**config.mk**
```make
export PLATFORM = sky130hd
export DESIGN_NAME = psia_top
export DESIGN_NICKNAME = d
export VERILOG_FILES = /design/src/design/psia_pkg.sv /design/src/design/psia_top.sv /design/src/design/psia_sync.sv /design/src/design/psia_clk_act.sv
export SDC_FILE = /design/constraint.sdc
export NUM_CORES = 1
export LEC_CHECK = 0
export BUFFER_PORTS_ARGS = -buffer_cell sky130_fd_sc_hd__buf_4
export CORE_AREA = 5 5 67 69
export DETAILED_ROUTE_END_ITERATION = 12
export DIE_AREA = 0 0 72 74
export PLACE_DENSITY_LB_ADDON = 0.15
export SLEW_MARGIN = 20
export SYNTH_ARGS = -nofsm -noshare
export SYNTH_HDL_FRONTEND = slang
export SYNTH_SLANG_ARGS = --single-unit
```
**constraint.sdc**
```tcl
create_clock -name CLK -period 2.04 [get_ports CLK]
set_input_delay 0.204 -clock CLK [delete_from_list [all_inputs] [get_ports CLK]]
set_output_delay 0.204 -clock CLK [all_outputs]
set_load 0.03 [all_outputs]
```
**src/design/psia_pkg.sv**
```systemverilog
// constants for the port status and interrupt aggregator
package psia_pkg;
	localparam logic [7:0] ADDR_SUMMARY = 8'h50;
	localparam logic [7:0] ADDR_LIVE = 8'h52;
	localparam logic [7:0] ADDR_LATCHED = 8'h54;
	localparam logic [7:0] ADDR_IRQ_EN = 8'h56;
	localparam logic [15:0] IRQ_EN_RESET = 16'h0000;
	localparam int B_OVERLOAD = 2;
	localparam int B_LOCK_LOSS = 1;
	localparam int B_UPD_DONE = 0;
	localparam int B_RX_CLK_ACT = 7;
	localparam int B_TX_CLK_ACT = 6;
	localparam int S_PORT = 9;
	localparam int S_LINE_CODE = 8;
	localparam int S_TRAIL = 7;
	localparam int S_FEAC = 6;
	localparam int S_LINK = 5;
	localparam int S_PATTERN = 4;
	localparam int S_FRAMER = 0;
	localparam logic [15:0] LATCH_MASK = 16'h00C7;
	localparam logic [15:0] IE_MASK = 16'h0007;
endpackage

```
**src/design/psia_top.sv**
```systemverilog
// port status latching, summary word and interrupt aggregation
module psia_top (
	CLK,
	RST_N,
	ADDR,
	CS_N,
	WR_N,
	RD_N,
	WDATA,
	RDATA,
	TRAIL_TRACE_IRQ,
	FAR_END_CODE_IRQ,
	LINK_CTRL_IRQ,
	PATTERN_TESTER_IRQ,
	FRAMER_DS3_IRQ,
	FRAMER_E3_IRQ,
	FRAMER_E3_MODE,
	LINE_CODE_IRQ,
	TX_DRIVER_OVERLOAD,
	RX_LOCK_LOSS,
	PERF_UPDATE_STATUS,
	RX_LINE_CLK_PIN,
	RX_RECOVERED_CLK,
	TX_INPUT_CLK_PIN,
	PORT_GLOBAL_IRQ_ENABLE,
	DATAPATH_SOFT_RESET_GLOBAL,
	DATAPATH_SOFT_RESET_PORT,
	PORT_POWER_DOWN,
	PATTERN_TESTER_CLEAR,
	IRQ
);
	parameter int PORT_IDX = 0;
	parameter int N_PERF = 4;
	input wire logic CLK; // system clock
	input wire logic RST_N; // async reset, active low
	input wire logic [7:0] ADDR; // register byte address
	input wire logic CS_N; // chip select, active low
	input wire logic WR_N; // write strobe, active low, one cycle
	input wire logic RD_N; // read strobe, active low
	input wire logic [15:0] WDATA; // write data
	output logic [15:0] RDATA; // registered read data
	input wire logic TRAIL_TRACE_IRQ; // enabled latch pending in trail trace
	input wire logic FAR_END_CODE_IRQ; // enabled latch pending in far-end code
	input wire logic LINK_CTRL_IRQ; // enabled latch pending in link controller
	input wire logic PATTERN_TESTER_IRQ; // enabled latch pending in pattern tester
	input wire logic FRAMER_DS3_IRQ; // enabled latch pending in ds3 framer
	input wire logic FRAMER_E3_IRQ; // enabled latch pending in e3 framer
	input wire logic FRAMER_E3_MODE; // 1 selects the e3 framer
	input wire logic LINE_CODE_IRQ; // enabled latch pending in line coder
	input wire logic TX_DRIVER_OVERLOAD; // driver monitor, async
	input wire logic RX_LOCK_LOSS; // clock recovery unlocked, async
	input wire logic [N_PERF-1:0] PERF_UPDATE_STATUS; // per-counter done
	input wire logic RX_LINE_CLK_PIN; // receive line clock pin
	input wire logic RX_RECOVERED_CLK; // recovered clock
	input wire logic TX_INPUT_CLK_PIN; // transmit input clock pin
	input wire logic PORT_GLOBAL_IRQ_ENABLE; // this port's global enable
	input wire logic DATAPATH_SOFT_RESET_GLOBAL; // global datapath reset
	input wire logic DATAPATH_SOFT_RESET_PORT; // port datapath reset
	input wire logic PORT_POWER_DOWN; // port power-down
	output logic PATTERN_TESTER_CLEAR; // clears pattern tester regs
	output logic IRQ; // interrupt, active high

	logic [N_PERF+1:0] live_sync;
	logic [2:0] clk_sync;
	logic rx_line_act, rx_rec_act, tx_act;
	logic [2:0] live_q;
	logic [2:0] live_prev_q;
	logic [15:0] latched_q;
	logic [15:0] latched_d;
	logic [15:0] irq_en_q;
	logic [15:0] summary;
	logic perf_and;
	logic wr_stb;
	logic rd_stb;
	logic port_pending;

	// register hit; shared by the write decodes, while the read decode uses a case on ADDR
	function automatic logic reg_hit(input logic stb, input logic [7:0] a,
			input logic [7:0] t);
		return stb && (a == t);
	endfunction

	// pins pass two flops before any logic; the update AND comes after them
	psia_sync #(.W(N_PERF + 2)) u_sync_live (
		.CLK(CLK),
		.RST_N(RST_N),
		.d({TX_DRIVER_OVERLOAD, RX_LOCK_LOSS, PERF_UPDATE_STATUS}),
		.q(live_sync)
	);
	psia_sync #(.W(3)) u_sync_clk (
		.CLK(CLK),
		.RST_N(RST_N),
		.d({RX_LINE_CLK_PIN, RX_RECOVERED_CLK, TX_INPUT_CLK_PIN}),
		.q(clk_sync)
	);
	psia_clk_act u_act_rxl (
		.CLK(CLK),
		.RST_N(RST_N),
		.clk_sync(clk_sync[2]),
		.active(rx_line_act)
	);
	psia_clk_act u_act_rxr (
		.CLK(CLK),
		.RST_N(RST_N),
		.clk_sync(clk_sync[1]),
		.active(rx_rec_act)
	);
	psia_clk_act u_act_tx (
		.CLK(CLK),
		.RST_N(RST_N),
		.clk_sync(clk_sync[0]),
		.active(tx_act)
	);

	assign perf_and = &live_sync[N_PERF-1:0];
	assign wr_stb = !CS_N && !WR_N;
	assign rd_stb = !CS_N && !RD_N;

	always_ff @(posedge CLK or negedge RST_N) begin
		if (!RST_N) begin
			live_q <= 3'h0;
			live_prev_q <= 3'h0;
		end else begin
			live_q[psia_pkg::B_OVERLOAD] <= live_sync[N_PERF + 1];
			live_q[psia_pkg::B_LOCK_LOSS] <= live_sync[N_PERF];
			live_q[psia_pkg::B_UPD_DONE] <= perf_and;
			live_prev_q <= live_q;
		end
	end

	a_ovl_live: assert property (@(posedge CLK) disable iff (!RST_N)
		live_q[psia_pkg::B_OVERLOAD] == $past(live_sync[N_PERF + 1]))
		else $error("overload live bit does not follow its pin");
	a_lock_live: assert property (@(posedge CLK) disable iff (!RST_N)
		live_q[psia_pkg::B_LOCK_LOSS] == $past(live_sync[N_PERF]))
		else $error("lock loss live bit does not follow its pin");
	a_upd_fall: assert property (@(posedge CLK) disable iff (!RST_N)
		$fell(perf_and) |=> !live_q[psia_pkg::B_UPD_DONE])
		else $error("update done stays set after a counter restarts");

	// set wins over a write-one clear in the same cycle
	always_comb begin
		latched_d = latched_q;
		if (reg_hit(wr_stb, ADDR, psia_pkg::ADDR_LATCHED))
			latched_d = latched_q & ~(WDATA & psia_pkg::LATCH_MASK);
		for (int i = 0; i < 3; i++) begin
			if (live_q[i] && !live_prev_q[i])
				latched_d[i] = 1'b1;
		end
		if (rx_line_act || rx_rec_act)
			latched_d[psia_pkg::B_RX_CLK_ACT] = 1'b1;
		if (tx_act)
			latched_d[psia_pkg::B_TX_CLK_ACT] = 1'b1;
	end

	always_ff @(posedge CLK or negedge RST_N) begin
		if (!RST_N)
			latched_q <= 16'h0000;
		else
			latched_q <= latched_d;
	end

	a_ovl_rise: assert property (@(posedge CLK) disable iff (!RST_N)
		(live_q[psia_pkg::B_OVERLOAD] && !live_prev_q[psia_pkg::B_OVERLOAD])
		|=> latched_q[psia_pkg::B_OVERLOAD])
		else $error("overload edge not latched");
	a_upd_rise: assert property (@(posedge CLK) disable iff (!RST_N)
		(live_q[psia_pkg::B_UPD_DONE] && !live_prev_q[psia_pkg::B_UPD_DONE])
		|=> latched_q[psia_pkg::B_UPD_DONE])
		else $error("update done edge not latched");
	a_ovl_level: assert property (@(posedge CLK) disable iff (!RST_N)
		(!latched_q[psia_pkg::B_OVERLOAD] && live_prev_q[psia_pkg::B_OVERLOAD])
		|=> !latched_q[psia_pkg::B_OVERLOAD])
		else $error("overload latch set by a level");
	a_lock_level: assert property (@(posedge CLK) disable iff (!RST_N)
		(!latched_q[psia_pkg::B_LOCK_LOSS] && live_prev_q[psia_pkg::B_LOCK_LOSS])
		|=> !latched_q[psia_pkg::B_LOCK_LOSS])
		else $error("lock loss latch set by a level");
	a_clear_w1: assert property (@(posedge CLK) disable iff (!RST_N)
		(reg_hit(wr_stb, ADDR, psia_pkg::ADDR_LATCHED) && WDATA[psia_pkg::B_LOCK_LOSS]
		&& !(live_q[psia_pkg::B_LOCK_LOSS] && !live_prev_q[psia_pkg::B_LOCK_LOSS]))
		|=> !latched_q[psia_pkg::B_LOCK_LOSS])
		else $error("write one did not clear the lock loss latch");
	a_lock_hold: assert property (@(posedge CLK) disable iff (!RST_N)
		(latched_q[psia_pkg::B_LOCK_LOSS] && !reg_hit(wr_stb, ADDR, psia_pkg::ADDR_LATCHED))
		|=> latched_q[psia_pkg::B_LOCK_LOSS])
		else $error("lock loss latch dropped without clear");
	a_rx_hold: assert property (@(posedge CLK) disable iff (!RST_N)
		(latched_q[psia_pkg::B_RX_CLK_ACT] && !reg_hit(wr_stb, ADDR, psia_pkg::ADDR_LATCHED))
		|=> latched_q[psia_pkg::B_RX_CLK_ACT])
		else $error("rx activity latch dropped without clear");
	a_rx_act: assert property (@(posedge CLK) disable iff (!RST_N)
		(rx_line_act || rx_rec_act) |=> latched_q[psia_pkg::B_RX_CLK_ACT])
		else $error("rx clock activity not latched");
	a_latch_rsvd: assert property (@(posedge CLK) disable iff (!RST_N)
		(latched_q & ~psia_pkg::LATCH_MASK) == 16'h0000)
		else $error("unused latched bit set");

	always_ff @(posedge CLK or negedge RST_N) begin
		if (!RST_N)
			irq_en_q <= psia_pkg::IRQ_EN_RESET;
		else if (reg_hit(wr_stb, ADDR, psia_pkg::ADDR_IRQ_EN))
			irq_en_q <= WDATA & psia_pkg::IE_MASK;
	end

	a_en_write: assert property (@(posedge CLK) disable iff (!RST_N)
		reg_hit(wr_stb, ADDR, psia_pkg::ADDR_IRQ_EN)
		|=> irq_en_q == $past(WDATA & psia_pkg::IE_MASK))
		else $error("enable write not stored");
	a_en_keep: assert property (@(posedge CLK) disable iff (!RST_N)
		!reg_hit(wr_stb, ADDR, psia_pkg::ADDR_IRQ_EN) |=> $stable(irq_en_q))
		else $error("enable changed without a write");
	a_en_rsvd: assert property (@(posedge CLK) disable iff (!RST_N)
		(irq_en_q & ~psia_pkg::IE_MASK) == 16'h0000)
		else $error("unused enable bit set");

	// summary is combinational so it falls as soon as sources clear
	assign port_pending = |(latched_q & irq_en_q & psia_pkg::IE_MASK);
	always_comb begin
		summary = 16'h0000;
		summary[psia_pkg::S_PORT] = port_pending;
		summary[psia_pkg::S_LINE_CODE] = LINE_CODE_IRQ;
		summary[psia_pkg::S_TRAIL] = TRAIL_TRACE_IRQ;
		summary[psia_pkg::S_FEAC] = FAR_END_CODE_IRQ;
		summary[psia_pkg::S_LINK] = LINK_CTRL_IRQ;
		summary[psia_pkg::S_PATTERN] = PATTERN_TESTER_IRQ;
		summary[psia_pkg::S_FRAMER] = FRAMER_E3_MODE ? FRAMER_E3_IRQ : FRAMER_DS3_IRQ;
	end

	a_trail_sum: assert property (@(posedge CLK) disable iff (!RST_N)
		summary[psia_pkg::S_TRAIL] == TRAIL_TRACE_IRQ)
		else $error("trail trace summary wrong");
	a_feac_sum: assert property (@(posedge CLK) disable iff (!RST_N)
		summary[psia_pkg::S_FEAC] == FAR_END_CODE_IRQ)
		else $error("far-end code summary wrong");
	a_link_sum: assert property (@(posedge CLK) disable iff (!RST_N)
		summary[psia_pkg::S_LINK] == LINK_CTRL_IRQ)
		else $error("link control summary wrong");
	a_pattern_sum: assert property (@(posedge CLK) disable iff (!RST_N)
		summary[psia_pkg::S_PATTERN] == PATTERN_TESTER_IRQ)
		else $error("pattern tester summary wrong");
	a_ds3_sel: assert property (@(posedge CLK) disable iff (!RST_N)
		!FRAMER_E3_MODE |-> summary[psia_pkg::S_FRAMER] == FRAMER_DS3_IRQ)
		else $error("framer summary wrong source in ds3 mode");
	a_line_sum: assert property (@(posedge CLK) disable iff (!RST_N)
		summary[psia_pkg::S_LINE_CODE] == LINE_CODE_IRQ)
		else $error("line code summary wrong");
	a_port_off: assert property (@(posedge CLK) disable iff (!RST_N)
		(irq_en_q & psia_pkg::IE_MASK) == 16'h0000 |-> !summary[psia_pkg::S_PORT])
		else $error("port summary set with no enable");
	a_sum_rsvd: assert property (@(posedge CLK) disable iff (!RST_N)
		(summary >> (psia_pkg::S_PORT + 1)) == 16'h0000
		&& summary[psia_pkg::S_PATTERN - 1:psia_pkg::S_FRAMER + 1] == 3'h0)
		else $error("reserved summary bit set");

	always_ff @(posedge CLK or negedge RST_N) begin
		if (!RST_N)
			IRQ <= 1'b0;
		else
			IRQ <= (|summary) && PORT_GLOBAL_IRQ_ENABLE;
	end

	a_irq_quiet: assert property (@(posedge CLK) disable iff (!RST_N)
		!(|summary) |=> !IRQ)
		else $error("interrupt with no summary bit");
	a_irq_port: assert property (@(posedge CLK) disable iff (!RST_N)
		((|(latched_q & irq_en_q)) && PORT_GLOBAL_IRQ_ENABLE) |=> IRQ)
		else $error("enabled latched bit gave no interrupt");

	always_ff @(posedge CLK or negedge RST_N) begin
		if (!RST_N)
			PATTERN_TESTER_CLEAR <= 1'b1;
		else
			PATTERN_TESTER_CLEAR <= DATAPATH_SOFT_RESET_GLOBAL || DATAPATH_SOFT_RESET_PORT
				|| PORT_POWER_DOWN;
	end

	a_pt_glob: assert property (@(posedge CLK) disable iff (!RST_N)
		DATAPATH_SOFT_RESET_GLOBAL |=> PATTERN_TESTER_CLEAR)
		else $error("pattern tester not cleared by global reset");
	a_pt_port: assert property (@(posedge CLK) disable iff (!RST_N)
		DATAPATH_SOFT_RESET_PORT |=> PATTERN_TESTER_CLEAR)
		else $error("pattern tester not cleared by port reset");
	a_pt_release: assert property (@(posedge CLK) disable iff (!RST_N)
		!(DATAPATH_SOFT_RESET_GLOBAL || DATAPATH_SOFT_RESET_PORT || PORT_POWER_DOWN)
		|=> !PATTERN_TESTER_CLEAR)
		else $error("pattern tester clear stuck");

	always_ff @(posedge CLK or negedge RST_N) begin
		if (!RST_N) begin
			RDATA <= 16'h0000;
		end else if (rd_stb) begin
			case (ADDR)
				psia_pkg::ADDR_SUMMARY: RDATA <= summary;
				psia_pkg::ADDR_LIVE: RDATA <= {13'h0, live_q};
				psia_pkg::ADDR_LATCHED: RDATA <= latched_q;
				psia_pkg::ADDR_IRQ_EN: RDATA <= irq_en_q;
				default: RDATA <= 16'h0000;
			endcase
		end
	end

	a_sum_read: assert property (@(posedge CLK) disable iff (!RST_N)
		reg_hit(rd_stb, ADDR, psia_pkg::ADDR_SUMMARY) |=> RDATA == $past(summary))
		else $error("summary read wrong");
	a_live_read: assert property (@(posedge CLK) disable iff (!RST_N)
		reg_hit(rd_stb, ADDR, psia_pkg::ADDR_LIVE) |=> RDATA == {13'h0, $past(live_q)})
		else $error("live status read wrong");
	a_latch_read: assert property (@(posedge CLK) disable iff (!RST_N)
		reg_hit(rd_stb, ADDR, psia_pkg::ADDR_LATCHED) |=> RDATA == $past(latched_q))
		else $error("latched status read wrong");
	a_rd_hold: assert property (@(posedge CLK) disable iff (!RST_N)
		!rd_stb |=> $stable(RDATA))
		else $error("read data changed without a read");

	// host keeps the update request high until done reads one; not checked here

	a_latch_rise: assert property (@(posedge CLK) disable iff (!RST_N)
		(live_q[psia_pkg::B_LOCK_LOSS] && !live_prev_q[psia_pkg::B_LOCK_LOSS])
		|=> latched_q[psia_pkg::B_LOCK_LOSS])
		else $error("lock loss edge not latched");
	a_latch_hold: assert property (@(posedge CLK) disable iff (!RST_N)
		(latched_q[psia_pkg::B_OVERLOAD] && !(wr_stb && ADDR == psia_pkg::ADDR_LATCHED))
		|=> latched_q[psia_pkg::B_OVERLOAD])
		else $error("latched bit dropped without clear");
	a_irq_follow: assert property (@(posedge CLK) disable iff (!RST_N)
		((|summary) && PORT_GLOBAL_IRQ_ENABLE) |=> IRQ)
		else $error("interrupt not raised");
	a_irq_gate: assert property (@(posedge CLK) disable iff (!RST_N)
		!PORT_GLOBAL_IRQ_ENABLE |=> !IRQ)
		else $error("interrupt without global enable");
	a_port_sum: assert property (@(posedge CLK) disable iff (!RST_N)
		summary[psia_pkg::S_PORT] == |(latched_q[2:0] & irq_en_q[2:0]))
		else $error("port summary mismatch");
	a_framer_sel: assert property (@(posedge CLK) disable iff (!RST_N)
		FRAMER_E3_MODE |-> summary[psia_pkg::S_FRAMER] == FRAMER_E3_IRQ)
		else $error("framer summary wrong source");
	a_pt_clear: assert property (@(posedge CLK) disable iff (!RST_N)
		PORT_POWER_DOWN |=> PATTERN_TESTER_CLEAR)
		else $error("pattern tester not cleared");
	a_tx_act: assert property (@(posedge CLK) disable iff (!RST_N)
		tx_act |=> latched_q[psia_pkg::B_TX_CLK_ACT])
		else $error("tx clock activity not latched");
	a_upd_live: assert property (@(posedge CLK) disable iff (!RST_N)
		$rose(perf_and) |=> live_q[psia_pkg::B_UPD_DONE])
		else $error("update done not reported");
endmodule

```
**src/design/psia_sync.sv**
```systemverilog
// two-stage synchroniser for pin-level inputs
module psia_sync #(
	parameter int W = 1
) (
	input wire logic CLK, // system clock
	input wire logic RST_N, // async reset, active low
	input wire logic [W-1:0] d, // asynchronous input
	output logic [W-1:0] q // synchronised output
);
	logic [W-1:0] meta_q;
	always_ff @(posedge CLK or negedge RST_N) begin
		if (!RST_N) begin
			meta_q <= '0;
			q <= '0;
		end else begin
			meta_q <= d;
			q <= meta_q;
		end
	end
endmodule

```
**src/design/psia_clk_act.sv**
```systemverilog
// clock activity detector: toggle of a sampled clock between two consecutive samples
module psia_clk_act (
	input wire logic CLK, // system clock
	input wire logic RST_N, // async reset, active low
	input wire logic clk_sync, // line clock already synchronised
	output logic active // one-cycle pulse on observed edge
);
	logic prev_q;
	// a sampled clock that changes level is running; slow enough clocks only
	always_ff @(posedge CLK or negedge RST_N) begin
		if (!RST_N) begin
			prev_q <= 1'b0;
			active <= 1'b0;
		end else begin
			prev_q <= clk_sync;
			active <= clk_sync ^ prev_q;
		end
	end
endmodule

```
Yosys cells after proc, flatten, opt, wreduce, memory -nomap -nowiden
Cells that the tools add are included.
Widths: inputs -> output; s select.
{"block": "classes", "add_sub_neg": 0, "multipliers": 0, "div_mod_pow": 0, "order_cmp": 0, "n_eq_ne": 4, "shifts": 0, "n_mux": 8, "bitwise": 6, "n_reduce_logical": 25}
{"op": "$pmux 16 s4", "count": 1}
{"op": "$eq 8x7->1 const B", "count": 4}
{"op": "$and 16x16->16", "count": 1}
{"op": "$not 8->16", "count": 1}
{"op": "$reduce_bool 2->1", "count": 5}
{"op": "$reduce_or 9->1", "count": 1}
{"op": "$logic_and 1x1->1", "count": 8}
{"op": "$mux 8", "count": 1}
{"op": "$logic_not 1->1", "count": 6}
{"op": "$mux 1", "count": 6}
{"op": "$reduce_and 4->1", "count": 1}
{"op": "$and 3x3->3", "count": 1}
{"op": "$logic_or 1x1->1", "count": 3}
{"op": "$reduce_or 3->1", "count": 1}
{"op": "$xor 1x1->1", "count": 3}
{"block": "totals", "ff_bits": 67, "latchBits": 0, "ram_bits": 0, "mem_bits_ro": 0, "in_bits": 50, "word_cells": 65, "n_memories": 0}

Longest topological paths before layout
Gate-level depths: netlist of run 1.
{"block": "depth", "ltp_word": 5, "depth_mapped": 5, "depth_no_buf": 3}

Cells and area by module
From an unflattened synthesis of run 1, not the netlist that was laid out.
{"block": "hier_totals", "hier_cells": 132, "area_unflattened_um2": 1825.5}
{"mod": "psia_top", "n_inst": 1, "cells_each": 105, "area_per_inst_um2": 1198.6}
{"mod": "psia_sync at u_sync_live", "n_inst": 1, "cells_each": 12, "area_per_inst_um2": 300.3}
{"mod": "psia_clk_act", "n_inst": 3, "cells_each": 3, "area_per_inst_um2": 58.8}
{"mod": "psia_sync at u_sync_clk", "n_inst": 1, "cells_each": 6, "area_per_inst_um2": 150.1}

Least setup slack after synthesis of run 1
No wires, ideal clock.
{"block": "synth_timing", "kind": "input to register", "start": "in ADDR[2]", "end": "reg irq_en_q[0]", "setup_ns": 0.125, "arrival_time_ns": 1.063, "required_ns": 1.915, "path_slack_ns": 0.852, "cell_stages": 4, "n_path_buf": 1, "cell_sequence": "buf_6 nor3b_4 nand4_4 mux2_4"}
{"block": "synth_between", "elab_chain_cells": 2}
{"element": "start: declaration", "line": "psia_top.sv:36", "source": "input wire logic [7:0] ADDR;"}
{"element": "$eq 8x7->1", "line": "psia_top.sv:80", "source": "return stb && (a == t);"}
{"element": "$logic_and 1x1->1", "line": "psia_top.sv:80"}
{"element": "end signal: assignment", "line": "psia_top.sv:201", "source": "irq_en_q <= psia_pkg::IRQ_EN_RESET;"}
{"element": "end signal: assignment", "line": "psia_top.sv:203", "source": "irq_en_q <= WDATA & psia_pkg::IE_MASK;"}
{"element": "end: declaration", "line": "psia_top.sv:70", "source": "logic [15:0] irq_en_q;"}
No other way between the ends.
A chain may end at the register's enable or synchronous reset.

Worst setup path after layout of run 1
{"block": "layout_timing", "start": "reg latched_q[2]", "end": "reg IRQ"}
{"block": "layout_between", "elab_chain_cells": 3}
{"element": "start: declaration", "line": "psia_top.sv:68", "source": "logic [15:0] latched_q;"}
{"element": "start signal: assignment", "line": "psia_top.sv:160", "source": "latched_q <= latched_d;"}
{"element": "$and 3x3->3", "line": "psia_top.sv:218", "source": "assign port_pending = |(latched_q & irq_en_q & psia_pkg::IE_MASK);"}
{"element": "$reduce_or 9->1", "line": "psia_top.sv:260", "source": "IRQ <= (|summary) && PORT_GLOBAL_IRQ_ENABLE;"}
{"element": "$logic_and 1x1->1", "line": "psia_top.sv:260"}
{"element": "end signal: assignment", "line": "psia_top.sv:260"}
{"element": "end: declaration", "line": "psia_top.sv:61", "source": "output logic IRQ;"}
No other way between the ends.

==> results.txt, run 1 <==
The setup skew after layout is roughly 0.011 ns. The violation count after the first detailed-route iteration is 49. The final design instance area without fill came out at ~2400 um^2. In the post-synthesis netlist, the cell with the most instances is dfrtp_1. Sorting the synthesized cells by area gives the leading types as dfrtp_1, buf_4, mux2_4. The fraction of registers with async set or reset after synthesis is 100.0%. The via count of the first global-routing pass was about 1.2k. The flow ran to the end, and the final reports show no timing, DRC or antenna violations. The maximum clock path buffer count came out at 2. The largest net degree at the start of global routing came out at 50. The maximum vdd ir drop came out at about 0.00057 V. The post-synthesis to final-layout area growth came out at 32.97%. For this run, the leading register cell type out of synthesis is dfrtp_1. The count of distinct cell types in the synthesized netlist came out at 36. The first-pass iteration count of the detailed router is 4. The initial core utilization came out at approximately 48%. Setup slack on the worst reg-to-reg path comes out at about 0.84 ns. The global-route wire length before repair is roughly 5.7 mm.

The proportion of netlist area held by the largest area contributor is 65.53%. The number of buffers and inverters on the critical path came out at 0. In the final timing run, aggregate negative setup slack is 0 ns. The highest clock rate came out at 833.3 MHz. The final net count came out at approximately 250. The die covers between 5000 and 6000 um^2. The count of port buffers added during placement came out at 49. On the critical path the largest part of the delay comes from compound AO/OA/AOI/OAI gates. Yosys printed 0 warnings.

TritonCTS built the clock tree. The final-report setup violation count is 0. After detailed routing, the number of vias per cell comes to ~4.8. The worst setup path is launched from a flop. After synthesis, the most frequently instantiated cells are dfrtp_1, nand2_1, nor2_1, buf_4, a41oi_1.

The weighted congestion reported at the end of routability-driven placement is ~0.81. The total congestion overflow after global routing is 0. a little under 70 I/O pins were placed. The endpoint of the worst-slack reg-to-reg timing path is IRQ.

The worst hold path was traced through 2 stages. The worst hold path terminates at PATTERN_TESTER_CLEAR. The analysis attributes to cell leakage a power of between 1 and 1.5 nW. The die is ~72 um wide.

The number of inserted filler cells in the final layout is roughly 310. The number of max-cap violations is 0. In the global route stage, overall resource usage came out at between 10% and 20%. The power density over the cells is approximately 780 nW/um^2. Synthesis produced a netlist whose cell count is 132.

The number of antenna violations at the first check in global routing was 0. Of the available clock period, the critical path in the final layout requires 58.83%. The clock edge transition at the registers on the reported setup and hold paths is around 0.090 ns. The largest incremental delay on the critical path is approximately 0.47 ns. The type of element capturing the critical path is a flop. The cell chosen for the clock root is clkbuf_8. The H-tree level count came out at 2. The clock latency on the worst-skew pair came out at about 0.30 ns.

The worst setup path is of the flop to flop kind. The total clock sinks is 49. The number of flops mapped to enable cells by yosys came out at 0.

Of all cell types, the one taking the most synthesized area is dfrtp_1. For the worst setup path, the data required time is roughly 2.2 ns. The register bit total from synthesis is 49. The total count of hold-check failures in the final report came out at 0. The number of rows created at floorplan came out at 23.

Along the worst path, the maximum fanout reaches 3. The worst path in the final design needs a cycle of ~1.2 ns, including I/O delays and setup. The area of the multi-input gates is about 540 um^2. In this run the most critical hold path is launched from PORT_POWER_DOWN. The antenna diode count came out at 0.

The final wirelength is 3.438 mm. The vertical die dimension came out at 74 um. The count of cells along the worst register-to-register path is 2. The ratio of cells with drive above 1 in the final layout came out at between 30% and 40%.

The type of the worst min-delay path is input port to flop. Setup repair after global routing left no endpoint under its margin. For this run, design rule violations remaining after detail routing come to 0. The proportion of synthesized chip area in sequential cells came out at roughly two thirds. The slowest cell on the critical path is a222oi_1.

The post-synthesis average cell area came out at 13.89 um^2. The signal on the critical path passes through a222oi_1 > a41oi_1. The post-detailed-route wirelength per cell came out at about 14 um.

The startpoint identified for the worst register-to-register timing path is latched_q[2]. The total half-perimeter wirelength after legalization and detailed placement came out at 2.515 mm. The headroom to the max-slew limit came out at about three fifths. The slew at the pin closest to its max-slew limit is roughly 0.59 ns. The count of vias placed by the detailed router came out at 1,189. In this run the standard cell core region covers 3856 um^2. Summing all placed instances gives a cell area of between 2000 and 2500 um^2. The number of max-slew violations in the final report came out at 0. The area taken by flip-flops and latches is 1227 um^2. The count of antenna-violating nets left after detailed routing came out at 0. The number of CTS-inserted buffers came out at 5.

At the worst endpoint, the arrival time is approximately 1.3 ns. The post-synthesis cell area came out at 1833 um^2.
==> timing repair <==
action	CTS	global route
setup buffers	0	0
gates resized for setup	0	0
hold buffers	6	4
hold endpoints to repair	53	4
==> flip-flops by register name, indices dropped and copies added (netlist names) <==
| name | count |
|---|---|
| u_act_rxl.prev_q | 1 |
| IRQ | 1 |
| u_sync_live.q | 6 |
| u_sync_live.meta_q | 6 |
| irq_en_q | 3 |
| u_act_rxr.active | 1 |
| u_act_tx.active | 1 |
| u_act_rxr.prev_q | 1 |
| latched_q | 5 |
| u_sync_clk.meta_q | 3 |
| u_act_tx.prev_q | 1 |
| RDATA | 9 |
| u_act_rxl.active | 1 |
| u_sync_clk.q | 3 |
| live_q | 3 |
| PATTERN_TESTER_CLEAR | 1 |
| live_prev_q | 3 |
==> area by class of cell <==
class / instances / area share (%)
clock buffer: 7 / 3.542
clock inverter: 1 / 1.232
inverter: 3 / 0.4620
multi-input combinational: 76 / 22.33
sequential: 49 / 50.36
tap: 50 / 2.567
timing repair buffer: 60 / 19.51
==> power by group <==
group | total [mW] | internal [mW] | leakage (nW) | switching, mW
registers | 1.02 | 1.01 | 0.587 | 0.0148
logic | 0.175 | 0.0875 | 0.507 | 0.0873
clock network | 0.693 | 0.400 | 0.0585 | 0.293
total | 1.89 | 1.49 | 1.15 | 0.396
==> stage by stage <==
step	std cells	power, mW	util [%]	hold slack (ns)	setup slack, ns
final	246	1.890	63.21	0.09960	0.8400
after global routing	246	1.984	63.21	0.09107	0.7699
after CTS	242	1.913	62.17	0.001459	0.8091
after detailed placement	228	1.204	57.59	0.2506	0.6046
after global placement	228	1.197	57.59	0.2431	0.6373
after floorplan	138	1.118	-	-0.09159	0.8516
==> logic make-up (layout without fill, tap and decap cells) <==
kind of cell    count (synthesis)  after routing  share of synthesized area, %
buf+inv                        13             71                         4.573
mux                             9              9                         5.870
simple gates                   37             37                         12.42
xor+xnor                        3              3                         1.434
compound gates                 20             20                         8.532
flops                          49             49                         66.96
other cells                     1              7                        0.2046
==> cells in the final DEF (no fill, tap or decap), drive strengths merged, types with 2 or more instances in the layout <==
cell type	count
a22o	3
a22oi	3
a41oi	5
buf	50
clkbuf	7
conb	7
dfrtp	48
dlygate4sd3	10
inv	3
mux2	5
mux2i	4
nand2	10
nand2b	3
nor2	8
nor2b	3
nor3	3
o21ai	3
o31ai	3
or2	2
xor2	3
==> routing by layer <==
metal  part of all wire [%]  wire (um)  track usage, %  vias to the layer above
met2                     52       1782           25.20                       41
met4                    1.6         55           6.054                        0
li1                       -          -               -                      571
met3                    8.8        301           5.135                        5
met5                      0          0               0                        -
met1                     38       1299           15.76                      572
==> worst max path at each step <==
stage	startpoint	end	slack [ns]	cells past startpoint
after floorplan	ADDR[2]	irq_en_q[0]	0.85	4
after global placement	ADDR[0]	latched_q[1]	0.64	4
after detailed placement	ADDR[0]	latched_q[1]	0.60	4
after CTS	latched_q[2]	IRQ	0.81	2
after global routing	latched_q[2]	IRQ	0.77	2
final	latched_q[2]	IRQ	0.84	2
(Power assumes the default switching activity.)
==> inputs of run 2 (changes only) <==
--- a/config.mk
+++ b/config.mk
@@ -5,10 +5,11 @@
 export SDC_FILE = /design/constraint.sdc
 export NUM_CORES = 1
 export LEC_CHECK = 0
+export ABC_AREA = 1
 export BUFFER_PORTS_ARGS = -buffer_cell sky130_fd_sc_hd__buf_4
-export CORE_AREA = 5 5 67 69
+export CORE_AREA = 5 5 72 74
 export DETAILED_ROUTE_END_ITERATION = 12
-export DIE_AREA = 0 0 72 74
+export DIE_AREA = 0 0 77 79
 export PLACE_DENSITY_LB_ADDON = 0.15
 export SLEW_MARGIN = 20
 export SYNTH_ARGS = -nofsm -noshare
==> constraint.sdc (replaced) <==
create_clock -name CLK -period 1.1 [get_ports CLK]
set_input_delay 0.11 -clock CLK [delete_from_list [all_inputs] [get_ports CLK]]
set_output_delay 0.11 -clock CLK [all_outputs]
set_load 0.03 [all_outputs]
==> results.txt, run 2 <==
TritonCTS built the clock tree. The initial core utilization came out at 40.99% (-6.5 points). The detailed-route DRC error count is 0 (unchanged). The antenna diode count is 0 (unchanged). The power density over the cells came out at 1308 nW/um^2 (+69%).

The largest net degree at the start of global routing is 50 (unchanged). The core area is 4536 um^2 (+18%). The post-detailed-route wirelength per cell came out at 11.37 um (-19%). Among all cell types in the netlist, the one instantiated most often is nand2_1. In this design, the largest share of critical-path delay is due to flip-flops. The area share of fa/ha/maj cells after synthesis was 0% (unchanged).

The required time reported for the critical path endpoint came to 0.99 ns (-1.19 ns). The number of flip-flops under the largest register name came out at 9 (unchanged). The buffer count from post-CTS setup fixing came out at 0 (unchanged). The critical path launch point type is a flop.

The leakage power came out at 1.307 nW (+13%). The largest incremental delay on the critical path is 0.53 ns (+0.06 ns). The flow ran to the end, and the final reports show no timing, DRC or antenna violations. The area enclosed by the die boundary is 6083 um^2 (+14%). The register bit total from synthesis came out at 49 (unchanged). The number of max-cap violations is 0 (unchanged). The setup slack after placement came out at 0.001274 ns (-0.6033 ns).

The worst register-to-register path ends at IRQ. The clock edge transition at the registers on the reported setup and hold paths was 0.09 ns (about the same). The type of the worst min-delay path is input port to flop. The final core utilization is 56.03% (-7.2 points). The total clock sinks was 49 (unchanged).

The count of antenna-violating nets left after detailed routing is 0 (unchanged). The number of inserted filler cells in the final layout came to 421 (+35%). The proportion of netlist area held by the largest area contributor came out at 64.60% (-0.93 points). The area of the multi-input gates was 534.3 um^2 (-1.8%). The setup path with the least slack is of type flop to output pin.

The post-synthesis cell area came to 1859 um^2 (+1.4%). The maximum clock path buffer count came out at 2 (unchanged). The weighted congestion reported at the end of routability-driven placement is 0.7496 (-7.4%).

The maximum vdd ir drop is 0.0009416 V (+66%). The biggest area consumer among synthesized cells is dfrtp_1. The arrival time at the worst endpoint is 0.95 ns (-0.39 ns). The highest clock rate came out at around 940 MHz.

The worst hold path begins at WDATA[2]. The setup skew after layout was 0.005192 ns (-0.006213 ns). The highest net fanout along the worst path is 1 (-2).

The vertical die dimension was 79 um (+6.8%). The first-pass iteration count of the detailed router is 4 (unchanged). The number of warnings reported in the yosys synthesis log came to 0 (unchanged).

The count of pins on the block boundary is 68 (unchanged). The total half-perimeter wirelength after legalization and detailed placement came to 2.567 mm (+2.1%). The hold path endpoint is irq_en_q[2]. Among all flip-flop cells after synthesis, the most frequent one is dfrtp_1.

The post-synthesis average cell area was 10.45 um^2 (-25%). The ratio of final minimum period to clock period came out at about 97%. The number of flops mapped to enable cells by yosys is 0 (unchanged). The total power draw came out at 3.325 mW (+76%). The worst hold path depth is 3 (+1). The clock latency on the worst-skew pair came out at 0.30 ns (about the same). The number of max-slew violations in the final report is 0 (unchanged). The via density per instance came out at 4.415 (-8.7%). The worst path setup slack after routing came out at 0.03692 ns (-0.8030 ns). The fraction of registers with async set or reset after synthesis came out at 100.0% (unchanged). The final-layout setup total negative slack came out at 0 ns (unchanged). The post-synthesis share of cell area spent on and, or, nand and nor gates came to 22.81% (+10 points). The area taken by flip-flops and latches is 1227 um^2 (unchanged). The complex-gate fraction of the synthesized area is 3.096% (-5.4 points). The count of port buffers added during placement is 49 (unchanged). By area, the combinational part of the netlist is dominated by simple AND/OR/NAND/NOR gates. The commonest non-fill, non-tap cell in the layout is nand2_1.

The minimum clock period after layout came out at 1.063 ns. The H-tree level count is 2 (unchanged). The startpoint identified for the worst register-to-register timing path is latched_q[1].

The overall fraction of global-route tracks in use is 12.61% (-1.7 points). The largest registers in the layout are RDATA x9, u_sync_live.meta_q x6, u_sync_live.q x6. The count of distinct cell types in the synthesized netlist was 21 (-42%). The total count of hold-check failures in the final report is 0 (unchanged).

RDATA holds more flip-flops than any other register. The final wirelength is 3.480 mm (+1.2%). In the post-synthesis netlist, the biggest area contributors are dfrtp_1, nand2_1, nand3_1. The number of buffers and inverters on the critical path is 1 (+1). The global-route wire length before repair came out at 6.037 mm (+5.8%). The cell depth of the worst setup path came out at 1 (-1). The proportion of synthesized chip area in sequential cells came to 66.02% (-0.95 points). The share of synthesized area spent on multiplexers is 0% (-5.9 points). The tightest hold margin was 0.02555 ns (-0.07404 ns). The violation count after the first detailed-route iteration is 32 (-35%).

The post-synthesis to final-layout area growth is 36.68%. The total congestion overflow after global routing was 0 (unchanged). The final-report setup violation count is 0 (unchanged).

The count of cells along the worst register-to-register path was 4 (+2). The worst setup path is captured at an output pin. The commonest cells after synthesis are nand2_1, dfrtp_1, nand3_1, inv_1, o21ai_0. The setup slack of the worst register-to-register path is 0.13 ns (-0.71 ns).

The signal on the critical path passes through buf_6. The via count of the first global-routing pass came out at 1,406 (+16%). The slowest stage of the critical path is the dfstp_2 cell.

The final net count is 301 (+23%). The number of rows created at floorplan came out at 25 (+8.7%). The xor and xnor fraction of the mapped netlist area came out at 1.413% (-0.020 points). The post-synthesis cell count is 178 (+35%).

The number of CTS-inserted buffers came out at 5 (unchanged). The count of vias placed by the detailed router is 1,351 (+14%). The number of antenna violations at the first check in global routing is 0 (unchanged).

The ratio of cells with drive above 1 in the final layout was 30.56% (-4.1 points). Clock tree synthesis selected as its root buffer the cell clkbuf_8. The x dimension of the die is 77 um (+6.9%). The top cell types in the final layout, fill and taps aside, are nand2_1, buf_4, dfrtp_1.
## run 2: layout make-up
cell class,count,share of cell area [%]
flip-flops and latches,49,48.30
repair buffers,68,22.01
multi-input cells,112,21.02
clock buffers,6,3.250
well taps,54,2.659
inverters,15,2.216
clock inverters,2,0.5416
## run 2: stage by stage
stage          instance area (um^2)  cells
4_1_cts                        2527    305
5_1_grt                        2541    306
2_1_floorplan                  1882    184
3_3_place_gp                   2311    285
6_report                       2541    306
3_5_place_dp                   2311    285
## run 2: routing by layer
metal | vias up | part of all wire [%] | track usage (%)
met4 | 0 | 1.9 | 5.670
met1 | 617 | 40 | 13.87
met3 | 7 | 8.3 | 4.989
met2 | 42 | 50 | 21.48
met5 | - | 0 | 0
li1 | 685 | - | -
## run 2: power by group
group	switching [mW]	internal [mW]
combinational	0.170	0.165
sequential	0.0255	1.87
clock	0.584	0.510
total	0.779	2.55
## run 2: repair_timing
action | 4_1_cts | 5_1_grt
resized for setup | 0 | 1
hold buffers | 12 | 1
setup endpoints to repair | 0 | 1
hold endpoints to repair | 58 | 1
## run 2: cells by family (layout without fill, tap and decap cells)
family          Yosys count  in the layout
flops                    49             49
xor+xnor                  3              3
compound gates           11             11
simple gates             91             91
other cells               1              7
buf+inv                  23             91
## run 2: worst max path at each step
stage | startpoint | to | slack (ns)
floorplan | ADDR[7] | latched_q[7] | 0.21
global placement | ADDR[0] | latched_q[0] | 0.03
detailed placement | ADDR[0] | latched_q[6] | 0.001
CTS | PATTERN_TESTER_CLEAR | PATTERN_TESTER_CLEAR | 0.008
global route | PATTERN_TESTER_CLEAR | PATTERN_TESTER_CLEAR | -0.008
finish | PATTERN_TESTER_CLEAR | PATTERN_TESTER_CLEAR | 0.04
==> inputs of run 3 (changes only) <==
--- a/config.mk
+++ b/config.mk
@@ -5,7 +5,7 @@
 export SDC_FILE = /design/constraint.sdc
 export NUM_CORES = 1
 export LEC_CHECK = 0
-export ABC_AREA = 1
+export ABC_AREA = 0
 export BUFFER_PORTS_ARGS = -buffer_cell sky130_fd_sc_hd__buf_4
 export CORE_AREA = 5 5 72 74
 export DETAILED_ROUTE_END_ITERATION = 12
==> results.txt, run 3 (synthesis results as in run 1) <==
The register containing the most flip-flops in the final layout is RDATA. The total clock sinks came to 49 (unchanged). Setup repair after global routing could not meet its margin everywhere.

The flow ran to the end, but the final reports show violations. The violation count after the first detailed-route iteration is 37 (+16%). The leakage power came to 1.267 nW (-3.0%). The area after detailed placement is 2356 um^2 (+1.9%). The count of antenna-violating nets left after detailed routing is 0 (unchanged). The total congestion overflow after global routing came out at 0 (unchanged). The x dimension of the die is 77 um (unchanged).

The via count of the first global-routing pass came out at 1,341 (-4.6%). The final core utilization came out at 58.62% (+2.6 points). The number of rows created at floorplan came out at 25 (unchanged). The antenna diode count is 0 (unchanged). The detailed-route DRC error count is 0 (unchanged). The final net count came out at 264 (-12%). The switching power was 0.7849 mW (+0.76%). The ratio of cells with drive above 1 in the final layout came out at 40.47% (+9.9 points).

The largest registers in the layout are RDATA x9, u_sync_live.meta_q x6, u_sync_live.q x6. The relative contribution of combinational cells to total power came out at 10.2% (about the same). The count of vias placed by the detailed router is 1,261 (-6.7%). The area enclosed by the die boundary was 6083 um^2 (unchanged). The minimum clock period after layout was 1.166 ns (+0.1031 ns). The clock edge transition at the registers on the reported setup and hold paths came out at 0.09 ns (about the same). The weighted congestion reported at the end of routability-driven placement is 0.7828 (+4.4%). The highest net fanout along the worst path came out at 2 (+1). The via density per instance came out at 4.688 (+6.2%). The total count of hold-check failures in the final report came out at 0 (unchanged). The number of max-cap violations came out at 0 (unchanged). The worst path setup slack after routing came out at -0.06615 ns (-0.1031 ns). The number of flip-flops under the largest register name is 9 (unchanged). The post-detailed-route wirelength per cell is 13.66 um (+20%). The worst setup path is captured at a flop. The checks that failed: negative setup slack. The count of pins on the block boundary is 68 (unchanged). In this run the worst hold path is classified as input port to flop.

The arrival time at the worst endpoint is 1.33 ns (+0.38 ns). The post-synthesis to final-layout area growth is 45.05%. The setup skew after layout is 0.005157 ns (-0.00003564 ns). The largest net degree at the start of global routing is 33 (-34%). The count of port buffers added during placement came to 49 (unchanged). The clock group share of total power is 39.6% (+6.7 points). The switching fraction of total power came out at 20.79% (-2.6 points).

The core area is 4536 um^2 (unchanged). The category of the critical setup timing path is flop to flop. The overall fraction of global-route tracks in use came out at 12.61% (unchanged). The library cell used most frequently in the layout, excluding fill and tap cells, is buf_4. The total half-perimeter wirelength after legalization and detailed placement came to 2.762 mm (+7.6%).

The number of max-slew violations in the final report is 0 (unchanged). The required time reported for the critical path endpoint is 1.27 ns (+0.28 ns). The clock latency on the worst-skew pair is 0.29 ns (about the same). The initial core utilization is 40.41% (-0.58 points).

In the layout the commonest cells are buf_4, dfrtp_1, dlygate4sd3_1. The number of CTS-inserted buffers was 5 (unchanged). The final-layout setup total negative slack is -0.1704 ns (-0.1704 ns). The power density over the cells is 1420 nW/um^2 (+8.5%). CTS placed an instance of clkbuf_8 at the clock tree root. The final design instance area without fill is 2659 um^2 (+4.6%). The worst setup path is launched from a flop. The ratio of final minimum period to clock period is 106.0% (+9.4 points). The maximum clock path buffer count came to 2 (unchanged).

The design internal power is 2.991 mW (+17%). The highest clock rate came out at 857.5 MHz (-8.8%). The vertical die dimension came out at 79 um (unchanged). The total power draw came out at 3.776 mW (+14%).

The final-report setup violation count came out at 3 (+3). The global-route wire length before repair came to 6.072 mm (+0.58%). The sequential power share was 50.2% (-6.8 points). The final wirelength is 3.674 mm (+5.6%).

The first-pass iteration count of the detailed router is 4 (unchanged). The number of antenna violations at the first check in global routing is 0 (unchanged). The TritonCTS clock tree is yes.

The H-tree level count came out at 2 (unchanged). The maximum vdd ir drop is 0.001282 V (+36%).
-- run 3: cell types whose count changed in the layout (fill, tap and decap cells not counted), sizes merged, moves of 4 or more --
cell / before / now
buf: 55 / 66
o21ai: 10 / 3
nand3: 15 / 1
inv: 15 / 4
nand2: 62 / 10
mux2i: 0 / 4
mux2: 0 / 5
a41oi: 0 / 5
-- run 3: power groups by stage --
stage                     combinational [mW]  clock, mW  sequential, mW
final                                  0.385       1.50            1.89
after global routing                   0.422       1.63            1.90
after CTS                              0.381       1.54            1.90
after detailed placement               0.343          0            1.93
after global placement                 0.334          0            1.93
after floorplan                        0.138          0            1.94
-- run 3: final timing paths --
kind | startpoint | endpoint | slack [ns] | cells after the start
setup reg to reg | irq_en_q[2] | IRQ | -0.07 | 3
min in group asynchronous | RST_N | irq_en_q[2] | 0.22 | 2
hold / removal | WDATA[1] | latched_q[1] | 0.02 | 2
max in group asynchronous | RST_N | PATTERN_TESTER_CLEAR | 0.37 | 3
setup / recovery | irq_en_q[2] | IRQ | -0.07 | 3
hold reg to reg | u_sync_live.q[5] | live_q[2] | 0.35 | 0
-- run 3: layout make-up --
class | instances | area [um^2]
Sequential cell | 49 | 1227
Inverter | 3 | 11.26
Multi-Input combinational cell | 76 | 560.5
Tap cell | 54 | 67.56
Clock inverter | 3 | 68.82
Clock buffer | 5 | 68.82
Fill cell | 371 | 1877
Timing Repair Buffer | 79 | 654.4
-- run 3: timing repair --
action | 4_1_cts | 5_1_grt
setup buffers | 1 | 1
gates resized for setup | 2 | 2
hold endpoints to repair | 58 | 1
setup endpoints to repair | 2 | 5
pin swaps | 2 | 3
hold buffers | 11 | 2
-- run 3: stage by stage --
stage | setup slack [ns] | cells | hold slack, ns
after CTS | -0.1150 | 266 | 0.001662
after floorplan | 0.005615 | 138 | -0.1856
after global routing | -0.1376 | 269 | 0.005881
after detailed placement | -0.09246 | 246 | 0.002143
after global placement | -0.08745 | 246 | -0.002970
final | -0.06615 | 269 | 0.01589
-- run 3: per-layer routing --
metal,share of wire (%),vias to the layer above,GRT usage [%]
met2,53,44,23.01
met5,0,-,0
met1,38,597,13.72
met3,8.2,2,4.875
met4,0.52,0,3.093
li1,-,618,-
-- run 3: critical path, stage by stage (launching register included) --
cell,delay (ns)
dfrtp_1,0.40
a222oi_1,0.38
buf_4,0.19
a41oi_2,0.07
